--- src/logic/asr_pkg.sv ---
// Shared constants and types of the asynchronous serial receiver
package asr_pkg;

  localparam int ADDR_W = 3;
  localparam int DATA_W = 8;

  localparam logic [2:0] REG_CTRL   = 3'h0;
  localparam logic [2:0] REG_DIV_LO = 3'h1;
  localparam logic [2:0] REG_DIV_HI = 3'h2;
  localparam logic [2:0] REG_STATUS = 3'h3;
  localparam logic [2:0] REG_DATA   = 3'h4;
  localparam logic [2:0] REG_IRQ    = 3'h5;

  localparam logic [7:0] CTRL_RST = 8'h00;
  localparam logic [7:0] DIV_RST  = 8'h00;
  localparam logic [7:0] IRQ_RST  = 8'h00;

  // Oversampling accumulator steps per clock, per rate mode
  localparam logic [4:0] STEP_DIV64 = 5'h01;
  localparam logic [4:0] STEP_DIV16 = 5'h04;
  localparam logic [4:0] STEP_DIV4  = 5'h10;

  localparam logic [3:0] TICK_SMP_A = 4'h7;
  localparam logic [3:0] TICK_SMP_B = 4'h8;
  localparam logic [3:0] TICK_SMP_C = 4'h9;
  localparam logic [3:0] TICK_LAST  = 4'hf;
  localparam logic [3:0] BITS_8     = 4'h7;
  localparam logic [3:0] BITS_9     = 4'h8;

  localparam int FIFO_DEPTH = 16;

  typedef struct packed {
    logic spare;
    logic high_speed_rate_select;
    logic wide_divisor_select;
    logic address_filter_enable;
    logic continuous_rx_enable;
    logic nine_bit_rx_enable;
    logic clocked_mode_select;
    logic serial_port_enable;
  } asr_ctrl_t;

  typedef struct packed {
    logic       global_irq_enable;
    logic       peripheral_irq_enable;
    logic [3:0] spare;
    logic       rx_irq_priority;
    logic       rx_irq_enable;
  } asr_irqc_t;

  typedef struct packed {
    logic       ferr;
    logic       ninth;
    logic [7:0] data;
  } asr_word_t;

  typedef struct packed {
    logic        wr;
    logic        rd;
    logic [2:0]  addr;
    logic [7:0]  wdata;
  } asr_bus_t;

  typedef enum logic [1:0] {RX_IDLE, RX_START, RX_DATA, RX_STOP} asr_rx_e;

  typedef struct packed {
    logic [2:0]  sync;
    logic        line;
    logic        line_prev;
    asr_ctrl_t   ctrl;
    logic [7:0]  div_lo;
    logic [7:0]  div_hi;
    asr_irqc_t   irqc;
    logic [18:0] acc;
    asr_rx_e     st;
    logic [3:0]  tick;
    logic [3:0]  nbit;
    logic [1:0]  smp;
    logic [8:0]  shift;
    logic        ovr;
    logic [7:0]  rdata;
    logic        irq_hi;
    logic        irq_lo;
  } asr_state_t;

endpackage

--- src/logic/asr_rx.sv ---
// Asynchronous serial receiver with receive FIFO and register port
// Contract
// - The receive pin feeds a recovery stage sampling at sixteen ticks per bit.
// - The shift register advances once per bit, on the system clock, from recovered samples.
// - The bit rate comes from a 16-bit divisor in two byte registers, scaled by the two rate selects; the code ignores div_hi while wide_divisor_select is 0.
// - Reception runs only while clocked mode is off and the port is enabled.
// - Nine data bits are taken per character in nine-bit mode, eight otherwise.
// - Characters are taken only while continuous receive is on; software sets it last.
// - A complete character raises the complete flag; an interrupt follows only if enabled.
// - The status register shows the ninth bit in nine-bit mode and the errors; read it first.
// - Reading the data register returns the low eight data bits.
// - Clearing continuous receive clears a latched error.
// - The interrupt goes out only while global and peripheral enables (bits 7 and 6) are set.
// - The interrupt goes to the high or low level by the priority setting.
// - With address filtering in nine-bit mode characters are filtered; once off, all enter.
//
// The implementer's own choices: the address map and strobed register access.
`timescale 1ns/100ps

module asr_fifo #(
  parameter int WIDTH = 10,
  parameter int DEPTH = 16
) (
  input  wire logic             clk,       // System clock
  input  wire logic             rst_n,     // Synchronous reset
  input  wire logic             ce,        // Clock enable
  input  wire logic             in_valid,  // Write request
  output logic                  in_ready,  // Room for a word
  input  wire logic [WIDTH-1:0] in_data,   // Word written
  output logic                  out_valid, // Word available
  input  wire logic             out_ready, // Pop head word
  output logic [WIDTH-1:0]      out_data   // Head word
);

  localparam int PW = $clog2(DEPTH);
  localparam int CW = PW + 1;

  typedef struct packed {
    logic [DEPTH-1:0][WIDTH-1:0] mem;
    logic [PW-1:0]               wp;
    logic [PW-1:0]               rp;
    logic [CW-1:0]               cnt;
  } fifo_state_t;

  fifo_state_t f_q;
  fifo_state_t f_d;
  logic        push;
  logic        pop;

  assign in_ready  = (f_q.cnt != CW'(DEPTH));
  assign out_valid = (f_q.cnt != '0);
  assign out_data  = f_q.mem[f_q.rp];
  assign push      = in_valid & in_ready;
  assign pop       = out_ready & out_valid;

  always_comb begin
    f_d = f_q;
    if (push) begin
      f_d.mem[f_q.wp] = in_data;
      f_d.wp = (f_q.wp == PW'(DEPTH - 1)) ? '0 : f_q.wp + 1'b1;
    end
    if (pop) begin
      f_d.rp = (f_q.rp == PW'(DEPTH - 1)) ? '0 : f_q.rp + 1'b1;
    end
    if (push && !pop) begin
      f_d.cnt = f_q.cnt + 1'b1;
    end else if (pop && !push) begin
      f_d.cnt = f_q.cnt - 1'b1;
    end
  end

  always_ff @(posedge clk) begin
    if (!rst_n) begin
      f_q <= '0;
    end else if (ce) begin
      f_q <= f_d;
    end
  end

endmodule

module asr_rx #(
  parameter int DEPTH = asr_pkg::FIFO_DEPTH
) (
  input  wire logic             clk,           // System clock, 100 MHz
  input  wire logic             rst_n,         // Synchronous reset, active low
  input  wire logic             ce,            // Clock enable, freezes all state when low
  input  wire logic             serial_in_pin, // Receive line, idle high
  input  wire asr_pkg::asr_bus_t bus,          // Register request
  output logic [7:0]            rdata,         // Read data, cycle after the read
  output logic                  irq_high,      // High priority receive request
  output logic                  irq_low,       // Low priority receive request
  output logic                  rx_complete_flag // Character waiting in buffer
);

  asr_pkg::asr_state_t s_q;
  asr_pkg::asr_state_t s_d;
  asr_pkg::asr_word_t  push_word;
  asr_pkg::asr_word_t  head;
  logic                push_v;
  logic                fifo_ready;
  logic                fifo_valid;
  logic                pop;

  logic                active;
  logic [15:0]         divisor;
  logic [18:0]         limit;
  logic [4:0]          step;
  logic [18:0]         acc_next;
  logic                os_tick;
  logic                bitv;
  logic                keep;
  logic [7:0]          data_b;
  logic                ninth_b;
  logic                req;

  asr_fifo #(
    .WIDTH ($bits(asr_pkg::asr_word_t)),
    .DEPTH (DEPTH)
  ) u_fifo (
    .clk       (clk),
    .rst_n     (rst_n),
    .ce        (ce),
    .in_valid  (push_v),
    .in_ready  (fifo_ready),
    .in_data   (push_word),
    .out_valid (fifo_valid),
    .out_ready (pop),
    .out_data  (head)
  );

  // Port runs only in asynchronous mode with the port and reception on
  assign active = s_q.ctrl.serial_port_enable & ~s_q.ctrl.clocked_mode_select
                & s_q.ctrl.continuous_rx_enable;

  // Divisor and rate scaling
  assign divisor = s_q.ctrl.wide_divisor_select ? {s_q.div_hi, s_q.div_lo}
                                                : {8'h00, s_q.div_lo};
  assign limit   = {1'b0, divisor, 2'b00} + 19'h00004;

  always_comb begin
    case ({s_q.ctrl.wide_divisor_select, s_q.ctrl.high_speed_rate_select})
      2'b00:   step = asr_pkg::STEP_DIV64;
      2'b11:   step = asr_pkg::STEP_DIV4;
      default: step = asr_pkg::STEP_DIV16;
    endcase
  end

  // Sixteen oversampling ticks per bit
  assign acc_next = s_q.acc + {14'h0000, step};
  assign os_tick  = (s_q.st != asr_pkg::RX_IDLE) && (acc_next >= limit);

  // Majority of the three centre samples
  assign bitv = (s_q.smp[1] & s_q.smp[0]) | (s_q.smp[1] & s_q.line)
              | (s_q.smp[0] & s_q.line);

  // Eight-bit characters sit one place higher in the shifter
  assign data_b  = s_q.ctrl.nine_bit_rx_enable ? s_q.shift[7:0] : s_q.shift[8:1];
  assign ninth_b = s_q.ctrl.nine_bit_rx_enable & s_q.shift[8];
  assign keep    = ~(s_q.ctrl.address_filter_enable & s_q.ctrl.nine_bit_rx_enable)
                 | ninth_b;

  assign pop = bus.rd && (bus.addr == asr_pkg::REG_DATA) && fifo_valid;
  assign req = fifo_valid & s_q.irqc.rx_irq_enable
             & s_q.irqc.global_irq_enable & s_q.irqc.peripheral_irq_enable;

  always_comb begin
    s_d       = s_q;
    push_v    = 1'b0;
    push_word = '0;

    // Pin synchroniser; a level counts once the last two stages agree
    s_d.sync = {s_q.sync[1:0], serial_in_pin};
    if (s_q.sync[1] == s_q.sync[2]) begin
      s_d.line = s_q.sync[2];
    end
    s_d.line_prev = s_q.line;

    if (os_tick) begin
      s_d.acc  = acc_next - limit;
      s_d.tick = s_q.tick + 1'b1;
    end else if (s_q.st != asr_pkg::RX_IDLE) begin
      s_d.acc = acc_next;
    end

    case (s_q.st)
      asr_pkg::RX_IDLE: begin
        if (active && !s_q.ovr && s_q.line_prev && !s_q.line) begin
          s_d.st   = asr_pkg::RX_START;
          s_d.acc  = '0;
          s_d.tick = '0;
        end
      end
      asr_pkg::RX_START: begin
        if (os_tick && s_q.tick == asr_pkg::TICK_SMP_C && bitv) begin
          s_d.st = asr_pkg::RX_IDLE;
        end else if (os_tick && s_q.tick == asr_pkg::TICK_LAST) begin
          s_d.st   = asr_pkg::RX_DATA;
          s_d.nbit = '0;
        end
      end
      asr_pkg::RX_DATA: begin
        if (os_tick && s_q.tick == asr_pkg::TICK_SMP_C) begin
          s_d.shift = {bitv, s_q.shift[8:1]};
        end
        if (os_tick && s_q.tick == asr_pkg::TICK_LAST) begin
          if (s_q.nbit == (s_q.ctrl.nine_bit_rx_enable ? asr_pkg::BITS_9
                                                       : asr_pkg::BITS_8)) begin
            s_d.st = asr_pkg::RX_STOP;
          end else begin
            s_d.nbit = s_q.nbit + 1'b1;
          end
        end
      end
      asr_pkg::RX_STOP: begin
        if (os_tick && s_q.tick == asr_pkg::TICK_SMP_C) begin
          s_d.st = asr_pkg::RX_IDLE;
          if (keep) begin
            if (fifo_ready) begin
              push_v          = 1'b1;
              push_word.ferr  = ~bitv;
              push_word.ninth = ninth_b;
              push_word.data  = data_b;
            end else begin
              s_d.ovr = 1'b1;
            end
          end
        end
      end
      default: begin
        s_d.st = asr_pkg::RX_IDLE;
      end
    endcase

    if (os_tick && (s_q.tick == asr_pkg::TICK_SMP_A || s_q.tick == asr_pkg::TICK_SMP_B)) begin
      s_d.smp = {s_q.smp[0], s_q.line};
    end

    if (!active) begin
      s_d.st = asr_pkg::RX_IDLE;
    end
    if (!s_q.ctrl.continuous_rx_enable) begin
      s_d.ovr = 1'b0;
    end

    // Register reads
    s_d.rdata = 8'h00;
    if (bus.rd) begin
      case (bus.addr)
        asr_pkg::REG_CTRL:   s_d.rdata = s_q.ctrl;
        asr_pkg::REG_DIV_LO: s_d.rdata = s_q.div_lo;
        asr_pkg::REG_DIV_HI: s_d.rdata = s_q.div_hi;
        asr_pkg::REG_STATUS: s_d.rdata = {3'b000, s_q.st != asr_pkg::RX_IDLE, fifo_valid, s_q.ovr,
                                          fifo_valid & head.ferr,
                                          fifo_valid & head.ninth & s_q.ctrl.nine_bit_rx_enable};
        asr_pkg::REG_DATA:   s_d.rdata = fifo_valid ? head.data : 8'h00;
        asr_pkg::REG_IRQ:    s_d.rdata = s_q.irqc;
        default:             s_d.rdata = 8'h00;
      endcase
    end

    // Register writes
    if (bus.wr) begin
      case (bus.addr)
        asr_pkg::REG_CTRL:   s_d.ctrl   = bus.wdata;
        asr_pkg::REG_DIV_LO: s_d.div_lo = bus.wdata;
        asr_pkg::REG_DIV_HI: s_d.div_hi = bus.wdata;
        asr_pkg::REG_IRQ:    s_d.irqc   = bus.wdata;
        default:             ;
      endcase
    end

    s_d.irq_hi = req & s_q.irqc.rx_irq_priority;
    s_d.irq_lo = req & ~s_q.irqc.rx_irq_priority;
  end

  always_ff @(posedge clk) begin
    if (!rst_n) begin
      s_q        <= '0;
      s_q.sync   <= 3'b111;
      s_q.line   <= 1'b1;
      s_q.line_prev <= 1'b1;
      s_q.ctrl   <= asr_pkg::CTRL_RST;
      s_q.div_lo <= asr_pkg::DIV_RST;
      s_q.div_hi <= asr_pkg::DIV_RST;
      s_q.irqc   <= asr_pkg::IRQ_RST;
      s_q.st     <= asr_pkg::RX_IDLE;
    end else if (ce) begin
      s_q <= s_d;
    end
  end

  assign rdata            = s_q.rdata;
  assign irq_high         = s_q.irq_hi;
  assign irq_low          = s_q.irq_lo;
  assign rx_complete_flag = fifo_valid;

endmodule

--- config.mk ---
export PLATFORM = sky130hd
export DESIGN_NAME = asr_rx
export DESIGN_NICKNAME = d
export VERILOG_FILES = /design/src/logic/asr_pkg.sv /design/src/logic/asr_rx.sv
export SDC_FILE = /design/constraint.sdc
export NUM_CORES = 1
export LEC_CHECK = 0
export BUFFER_PORTS_ARGS = -buffer_cell sky130_fd_sc_hd__buf_2
export CAP_MARGIN = 10
export CORE_UTILIZATION = 45
export DETAILED_ROUTE_END_ITERATION = 6
export HOLD_SLACK_MARGIN = 0.03
export PLACE_DENSITY = 0.59
export SLEW_MARGIN = 25
export SYNTH_ARGS = -nofsm -noshare
export SYNTH_HDL_FRONTEND = slang
export SYNTH_SLANG_ARGS = --single-unit
export TNS_END_PERCENT = 5
--- constraint.sdc ---
create_clock -name clk -period 6.5 [get_ports clk]
set_input_delay 0.325 -clock clk [delete_from_list [all_inputs] [get_ports clk]]
set_output_delay 0.325 -clock clk [all_outputs]
set_load 0.02 [all_outputs]
; ---- Word level (Yosys, flattened, before mapping)
; Cells that the tools add are included.
[op_classes]
n_addsub = 9
multipliers = 0
div_mod_pow = 0
magnitude_cmp = 4
n_eq_ne = 31
n_shift = 0
n_mux = 47
n_bitwise = 24
n_reduce_logical = 38
[op_table]
columns = operator, n
row1 = bitwise mux 160 bit, 1
row2 = 2-to-1 mux 10 bit, 6
row3 = 2-to-1 mux 19 bit, 3
row4 = case mux 8 bit (6 select lines), 1
row5 = binary-select mux 10 bit (select 4 bit), 1
row6 = demux 10 bit (select 4 bit), 1
row7 = 2-to-1 mux 4 bit, 9
row8 = 2-to-1 mux 25 bit, 1
row9 = 2-to-1 mux 8 bit, 3
row10 = == test 4 bit (second input constant), 5
row11 = adder 18 x 3 -> 19 bit (second input constant), 1
row12 = adder 19 x 5 -> 19 bit, 1
row13 = >= comparator 19 bit, 1
row14 = subtractor 19 bit, 1
row15 = AND 1 bit, 17
row16 = adder 4 x 1 -> 4 bit (second input constant), 4
row17 = 2-to-1 mux 16 bit, 1
row18 = AND reduction 3 bit, 5
row19 = logical AND 1 bit, 13
row20 = 2-to-1 mux 2 bit, 6
row21 = != test 2 bit (second input constant), 6
row22 = != test 3 bit (second input constant), 4
row23 = AND reduction 6 bit, 2
row24 = < comparator 4 x 5 -> 1 bit (second input constant), 2
row25 = other kinds (29), 58
[word_totals]
ff_bits = 261
latchBits = 0
ramBits = 0
romBits = 0
output_inout_bits = 11
wordCells = 200
n_memories = 0

; ---- Depth between registers and ports, before layout
[depth]
ltp_word = 13
depth_mapped = 29
depth_no_buf = 26

; ---- Cells and area by module
; A second synthesis with hierarchy kept.
[hier_totals]
hier_cells = 1493
area_unflattened_um2 = 14268.7
[modules_own_cells]
columns = mod, instances, cells_per_inst, area_each_um2
row1 = asr_fifo, 1, 737, 8204.1
row2 = asr_rx, 1, 756, 6064.6

; ---- Worst setup path before layout
; Ideal clock, no wire load.
[synth_timing]
path_type = flip-flop to flip-flop
startpoint = register s_q[80] in the netlist's numbering
endpoint = register u_fifo.f_q[4] in the netlist's numbering
setup_ns = 0.128
t_arrival_ns = 5.463
required_ns = 6.372
setup_slack_ns = 0.909
path_stages_with_launch = 29
path_buffers = 4
cell_sequence = dfxtp_1 -> clkbuf_1 -> inv_1 -> ha_1 -> ha_1 -> a31o_2 -> a31oi_1 -> or2_2 -> clkbuf_1 -> nor2_1 -> xor2_1 -> ha_1 -> buf_2 -> a21oi_1 -> o211ai_1 -> a21oi_1 -> o211ai_1 -> o21ai_2 -> clkbuf_1 -> nor2_1 -> ha_1 -> inv_1 -> ha_1 -> a21o_1 -> a21oi_1 -> xnor2_1 -> nand2_1 -> xor2_1 -> nor2_1
[synth_via]
elab_chain_cells = 13
word_cells_on_any_way = 18
classes_between = 2 x add/sub / 1 x order compare / 1 x eq/ne / 5 x mux / 1 x bitwise / 8 x reduce/logical
[synth_lines]
columns = item, line_no
row1 = "start, declared", asr_rx.sv:96  ; asr_pkg::asr_state_t s_q;
row2 = == test 2 bit / logical NOT 2 bit (equally long branches), asr_rx.sv:142  ; case ({s_q.ctrl.wide_divisor_select, s_q.ctrl.high_speed_rate_select})
row3 = case mux 5 bit (2 select lines), asr_rx.sv:142
row4 = adder 19 x 5 -> 19 bit, asr_rx.sv:150  ; assign acc_next = s_q.acc + {14'h0000, step};
row5 = >= comparator 19 bit *, asr_rx.sv:151  ; assign os_tick = (s_q.st != asr_pkg::RX_IDLE) && (acc_next >= limit);
row6 = logical AND 1 bit *, asr_rx.sv:151
row7 = logical AND 1 bit *, asr_rx.sv:216  ; if (os_tick && s_q.tick == asr_pkg::TICK_SMP_C) begin
row8 = 2-to-1 mux 1 bit *, asr_rx.sv:216
row9 = 2-to-1 mux 1 bit *, asr_rx.sv:186  ; case (s_q.st)
row10 = AND 1 bit *, asr_rx.sv:53  ; assign push = in_valid & in_ready;
row11 = logical NOT 1 bit, asr_rx.sv:67  ; end else if (pop && !push) begin
row12 = logical AND 1 bit, asr_rx.sv:67
row13 = nonzero test 2 bit (no line), n/a
row14 = AND reduction 2 bit (no line), n/a
row15 = "end signal, assigned", asr_rx.sv:74  ; f_q <= '0;
row16 = "end signal, assigned", asr_rx.sv:76  ; f_q <= f_d;
row17 = "end, declared", asr_rx.sv:45  ; fifo_state_t f_q;
; Mark *: on every way between the ends. The rest lies on a longest branch, timed or not.
; A chain may end at the register's enable or synchronous reset.

; ---- Worst setup path after layout
; Same ends and word-level chain as after synthesis.

==> results.txt <==
- Measured slew at the worst slew-check pin: 1010 ps
- For this run, the leading register cell type out of synthesis is dfxtp_1.
- Row count: 63
- Slack of the worst reg-to-reg path: 740 ps
* Net count reported at finish: 1,473
- In this run the tool buffered the top-level ports with 27 buffer cells.
- For this run, asynchronously set or reset flops after synthesis account for 0.
- Antenna diode instance count: 0
* Terminating pin of the worst hold path: s_q[64]$_SDFFE_PN0P_
- Worst-skew pair later-pin latency: 560 ps
- The initial antenna violation count is 0.
* Count of endpoints failing setup in the final report: 0
- Final clock skew: 23.2 ps
- Slew Viols, Final: 0
- Routability-driven placement finished with a final weighted congestion of 0.854.
- Worst path required time: 6900 ps
* Largest cells by area after synthesis: dfxtp_1, mux2i_1, mux4_2
- Crit Path Max Fanout: 14
- Total via count in the routed design: 10,408
- Highest cell delay on the worst timing path: 600 ps
* Startpoint of the most critical register-to-register path: s_q[80]$_SDFFE_PN0P_
* Kind of path behind the tightest hold check: in2reg
- Synthesis produced a netlist with a net count of 1,509.
- After synthesis, the mean cell area works out to 9.40 um^2.
* Die outline area: 31,100 um^2
* Sequence of cells on the critical path: inv_1 > ha_1 > ha_1 > a31o_2 > a31oi_1 > or2_2 > nor2_1 > xor2_1 > ha_1 > a21oi_1 > o211ai_1 > a21oi_1 > o211ai_1 > o21ai_2 > nor2_1 > ha_1 > inv_1 > ha_1 > a21o_1 > a21oi_1 > xnor2_1 > nand2_1 > xor2_1 > nor2_1
- For this run the aggregate overflow at the end of global routing stands at 0.
* Post-detailed-route count of antenna-violating nets: 0
- Summed over all failing endpoints, the final setup total negative slack is 0 ps.
- The synthesized netlist contains 73 unique library cells.
- Data arrives at the worst endpoint at 6160 ps.
- Placed Instances: 1,775
- Number of hold violations in the final report: 0
* CTS tree: built
- Routed vias/inst: 5.69
- Once layout is complete, the cells apart from fillers number 1,829.
- Of the available clock period, the critical path in the final layout requires 0.886.
- Static timing analysis puts the maximum clock frequency at 0.174 GHz.
* Sequential cell area fraction in the yosys report: 0.382
- Number of sinks driven by the clock tree: 261
* Number of primary I/O pins: 28
- Area inside the core boundary: 29,700 um^2
- Across the VDD grid, the largest voltage drop is 0.158 mV.
- Entering global routing, the biggest net connects 106 pins.
- The pre-antenna-repair detailed-routing pass consisted of 7 iterations.
- The synthesized design contains 0 enable-type register cells.
* Post-CTS Hold Buffers: 1
- In the routed design, unresolved DRC markers number 0.
- Layout overhead on the synthesized area: 8.97%
- Across every metal layer, demand over resource in global routing totals 0.227.
* Synth Cell Area: 13,700 um^2
- Clock Tree Buf Depth: 3
- Worst hold start: bus[5]
- Count of cells along the worst register-to-register path: 24
- Share of cells above drive strength 1: 0.116
- The tool flagged a number of max-cap violations equal to 0.
- Buffers inserted during clock tree synthesis total 29.
- The worst setup path is launched from a flop.
- The setup path with the least slack is of type reg2reg.
* Total of cells resized after clock tree synthesis: 0
- In this run the power density over the cells is 223 nW/um^2.
* DRC marker count from the first detailed-route iteration: 820
- Outcome: complete, no violations
- Endpoint of the worst register-to-register path: u_fifo.f_q[4]$_SDFFE_PN0P_
- For this design the static power due to leakage is 5.59 nW.
- Setup repair after global routing left no endpoint under its margin.
* Number of global-route vias before repair: 10,113
* Die height: 176 um
- Global-route wire length before repair: 56.0 mm
- Clock transition at the registers of the reported paths: 60 ps
- Cell depth of the worst min-delay path: 3
- Initial standard-cell utilization of the core: 0.460
- In this run the number of H-tree levels came out at 1.
- The biggest area contributor in the post-synthesis netlist is dfxtp_1.
* Floorplan die width: 176 um
- The worst setup path is captured at a flop.
- Area share of the leading cell type in the synthesized netlist: 0.382
- Critical path buffer and inverter count: 2
- During synthesis, Yosys emitted a total of 0 warnings.
- For this design, the slowest cell found on the critical path is dfxtp_1.
- WL/cell: 19.0 um
* DP Wirelength: 24.0 mm
- Post-CTS timing repair inserted 0 buffers for setup.
- The smallest clock period supported by the final layout is computed as 5760 ps.
* Clock tree root driver cell: clkbuf_16
- Among cell families on the critical path, the largest total delay comes from compound AO/OA/AOI/OAI gates.
- Routed wire length: 34.8 mm
- Measured against its own limit, the worst slew margin works out to 0.323.
- Most numerous cell on the critical path: ha_1
* Count of mapped cells out of synthesis: 1,453
- Counting flops and latches in the post-synthesis netlist gives 261.
worst register-to-register path, stage by stage, from the launching register on:
cell and delay [ps]:
dfxtp_1 600, inv_1 90, ha_1 310, ha_1 330
a31o_2 260, a31oi_1 350, or2_2 300, nor2_1 80
xor2_1 160, ha_1 410, a21oi_1 250, o211ai_1 120
a21oi_1 330, o211ai_1 220, o21ai_2 240, nor2_1 80
ha_1 210, inv_1 160, ha_1 300, a21o_1 200
a21oi_1 180, xnor2_1 140, nand2_1 90, xor2_1 160
nor2_1 50
synthesized netlist by cell type (20+ instances only):
cell / count
mux4_2: 51
clkbuf_1: 73
and3_1: 22
buf_2: 20
inv_1: 26
xor2_1: 25
nand3_1: 35
mux2i_1: 213
nor2_1: 114
a21oi_1: 57
ha_1: 37
o21ai_0: 30
xnor2_1: 27
dfxtp_1: 261
nand2_1: 240
state kept, by name, summed over array words and instances (netlist names):
signal,flops
u_fifo.f_q,173
irq_high,1
s_q,75
irq_low,1
rdata,8
s_d,3
layout by cell type (no fill, tap or decap), types with 4 or more instances in the layout:
cell type / count
a211oi_1: 7
a21o_1: 11
a21oi_1: 57
a221oi_1: 4
a22oi_1: 14
a31oi_1: 10
a32oi_1: 5
and2_1: 8
and3_1: 22
and4_1: 6
buf_2: 26
buf_4: 18
clkbuf_1: 11
clkbuf_16: 29
clkbuf_8: 8
dfxtp_1: 259
ha_1: 37
inv_1: 26
mux2_2: 12
mux2i_1: 213
mux4_2: 51
nand2_1: 240
nand3_1: 35
nand4_1: 14
nor2_1: 114
nor2b_1: 11
nor3_1: 14
nor4_1: 7
o211ai_1: 5
o21ai_0: 30
o22ai_1: 5
o31ai_1: 4
or2_2: 5
or3_1: 4
xnor2_1: 27
xor2_1: 25
per-stage QoR:
step | cell area [um^2] | power [mW] | util | hold slack (ps) | setup slack (ps)
floorplan | 13700 | 1.71 | - | 432 | 909
global placement | 13900 | 1.74 | 0.469 | 440 | 954
detailed placement | 13900 | 1.74 | 0.469 | 444 | 797
CTS | 14900 | 3.35 | 0.501 | 71.0 | 772
global route | 14900 | 3.43 | 0.501 | 94.3 | 329
finish | 14900 | 3.32 | 0.501 | 88.3 | 739
layer usage:
metal,track usage,part of all wire
met1,0.307,0.46
met2,0.379,0.48
met3,0.0261,0.036
met4,0.0656,0.027
met5,0,0
kinds of logic after synthesis:
family,after synthesis,share of synthesized area
xor+xnor,52,0.0333
compound gates,182,0.0865
simple gates,502,0.166
flops,261,0.382
mux,276,0.250
fa+ha+maj,40,0.0375
buf+inv,140,0.0440
worst max-delay path by stage:
| stage | to | cells after the start | startpoint |
|---|---|---|---|
| after detailed placement | u_fifo.f_q[4]$_SDFFE_PN0P_ | 25 | s_q[80]$_SDFFE_PN0P_ |
| final | u_fifo.f_q[4]$_SDFFE_PN0P_ | 24 | s_q[80]$_SDFFE_PN0P_ |
| after global placement | u_fifo.f_q[4]$_SDFFE_PN0P_ | 25 | s_q[80]$_SDFFE_PN0P_ |
| after CTS | u_fifo.f_q[4]$_SDFFE_PN0P_ | 25 | s_q[80]$_SDFFE_PN0P_ |
| after floorplan | u_fifo.f_q[4]$_SDFFE_PN0P_ | 28 | s_q[80]$_SDFFE_PN0P_ |
| after global routing | u_fifo.f_q[4]$_SDFFE_PN0P_ | 24 | s_q[80]$_SDFFE_PN0P_ |
area by class of cell:
type / count / area [um^2]
multi-input combinational: 1052 / 7840
sequential: 261 / 5230
inverter: 27 / 101
tap: 390 / 488
timing repair buffer: 46 / 287
clock inverter: 5 / 65.1
clock buffer: 48 / 877
fill: 2753 / 14800
power breakdown:
group / internal, mW / leakage [nW] / switching (mW) / total, mW
clock: 0.956 / 0.464 / 0.656 / 1.61
sequential: 1.60 / 2.10 / 0.00461 / 1.61
combinational: 0.0251 / 3.03 / 0.0699 / 0.0950
(Power assumes the default switching activity.)
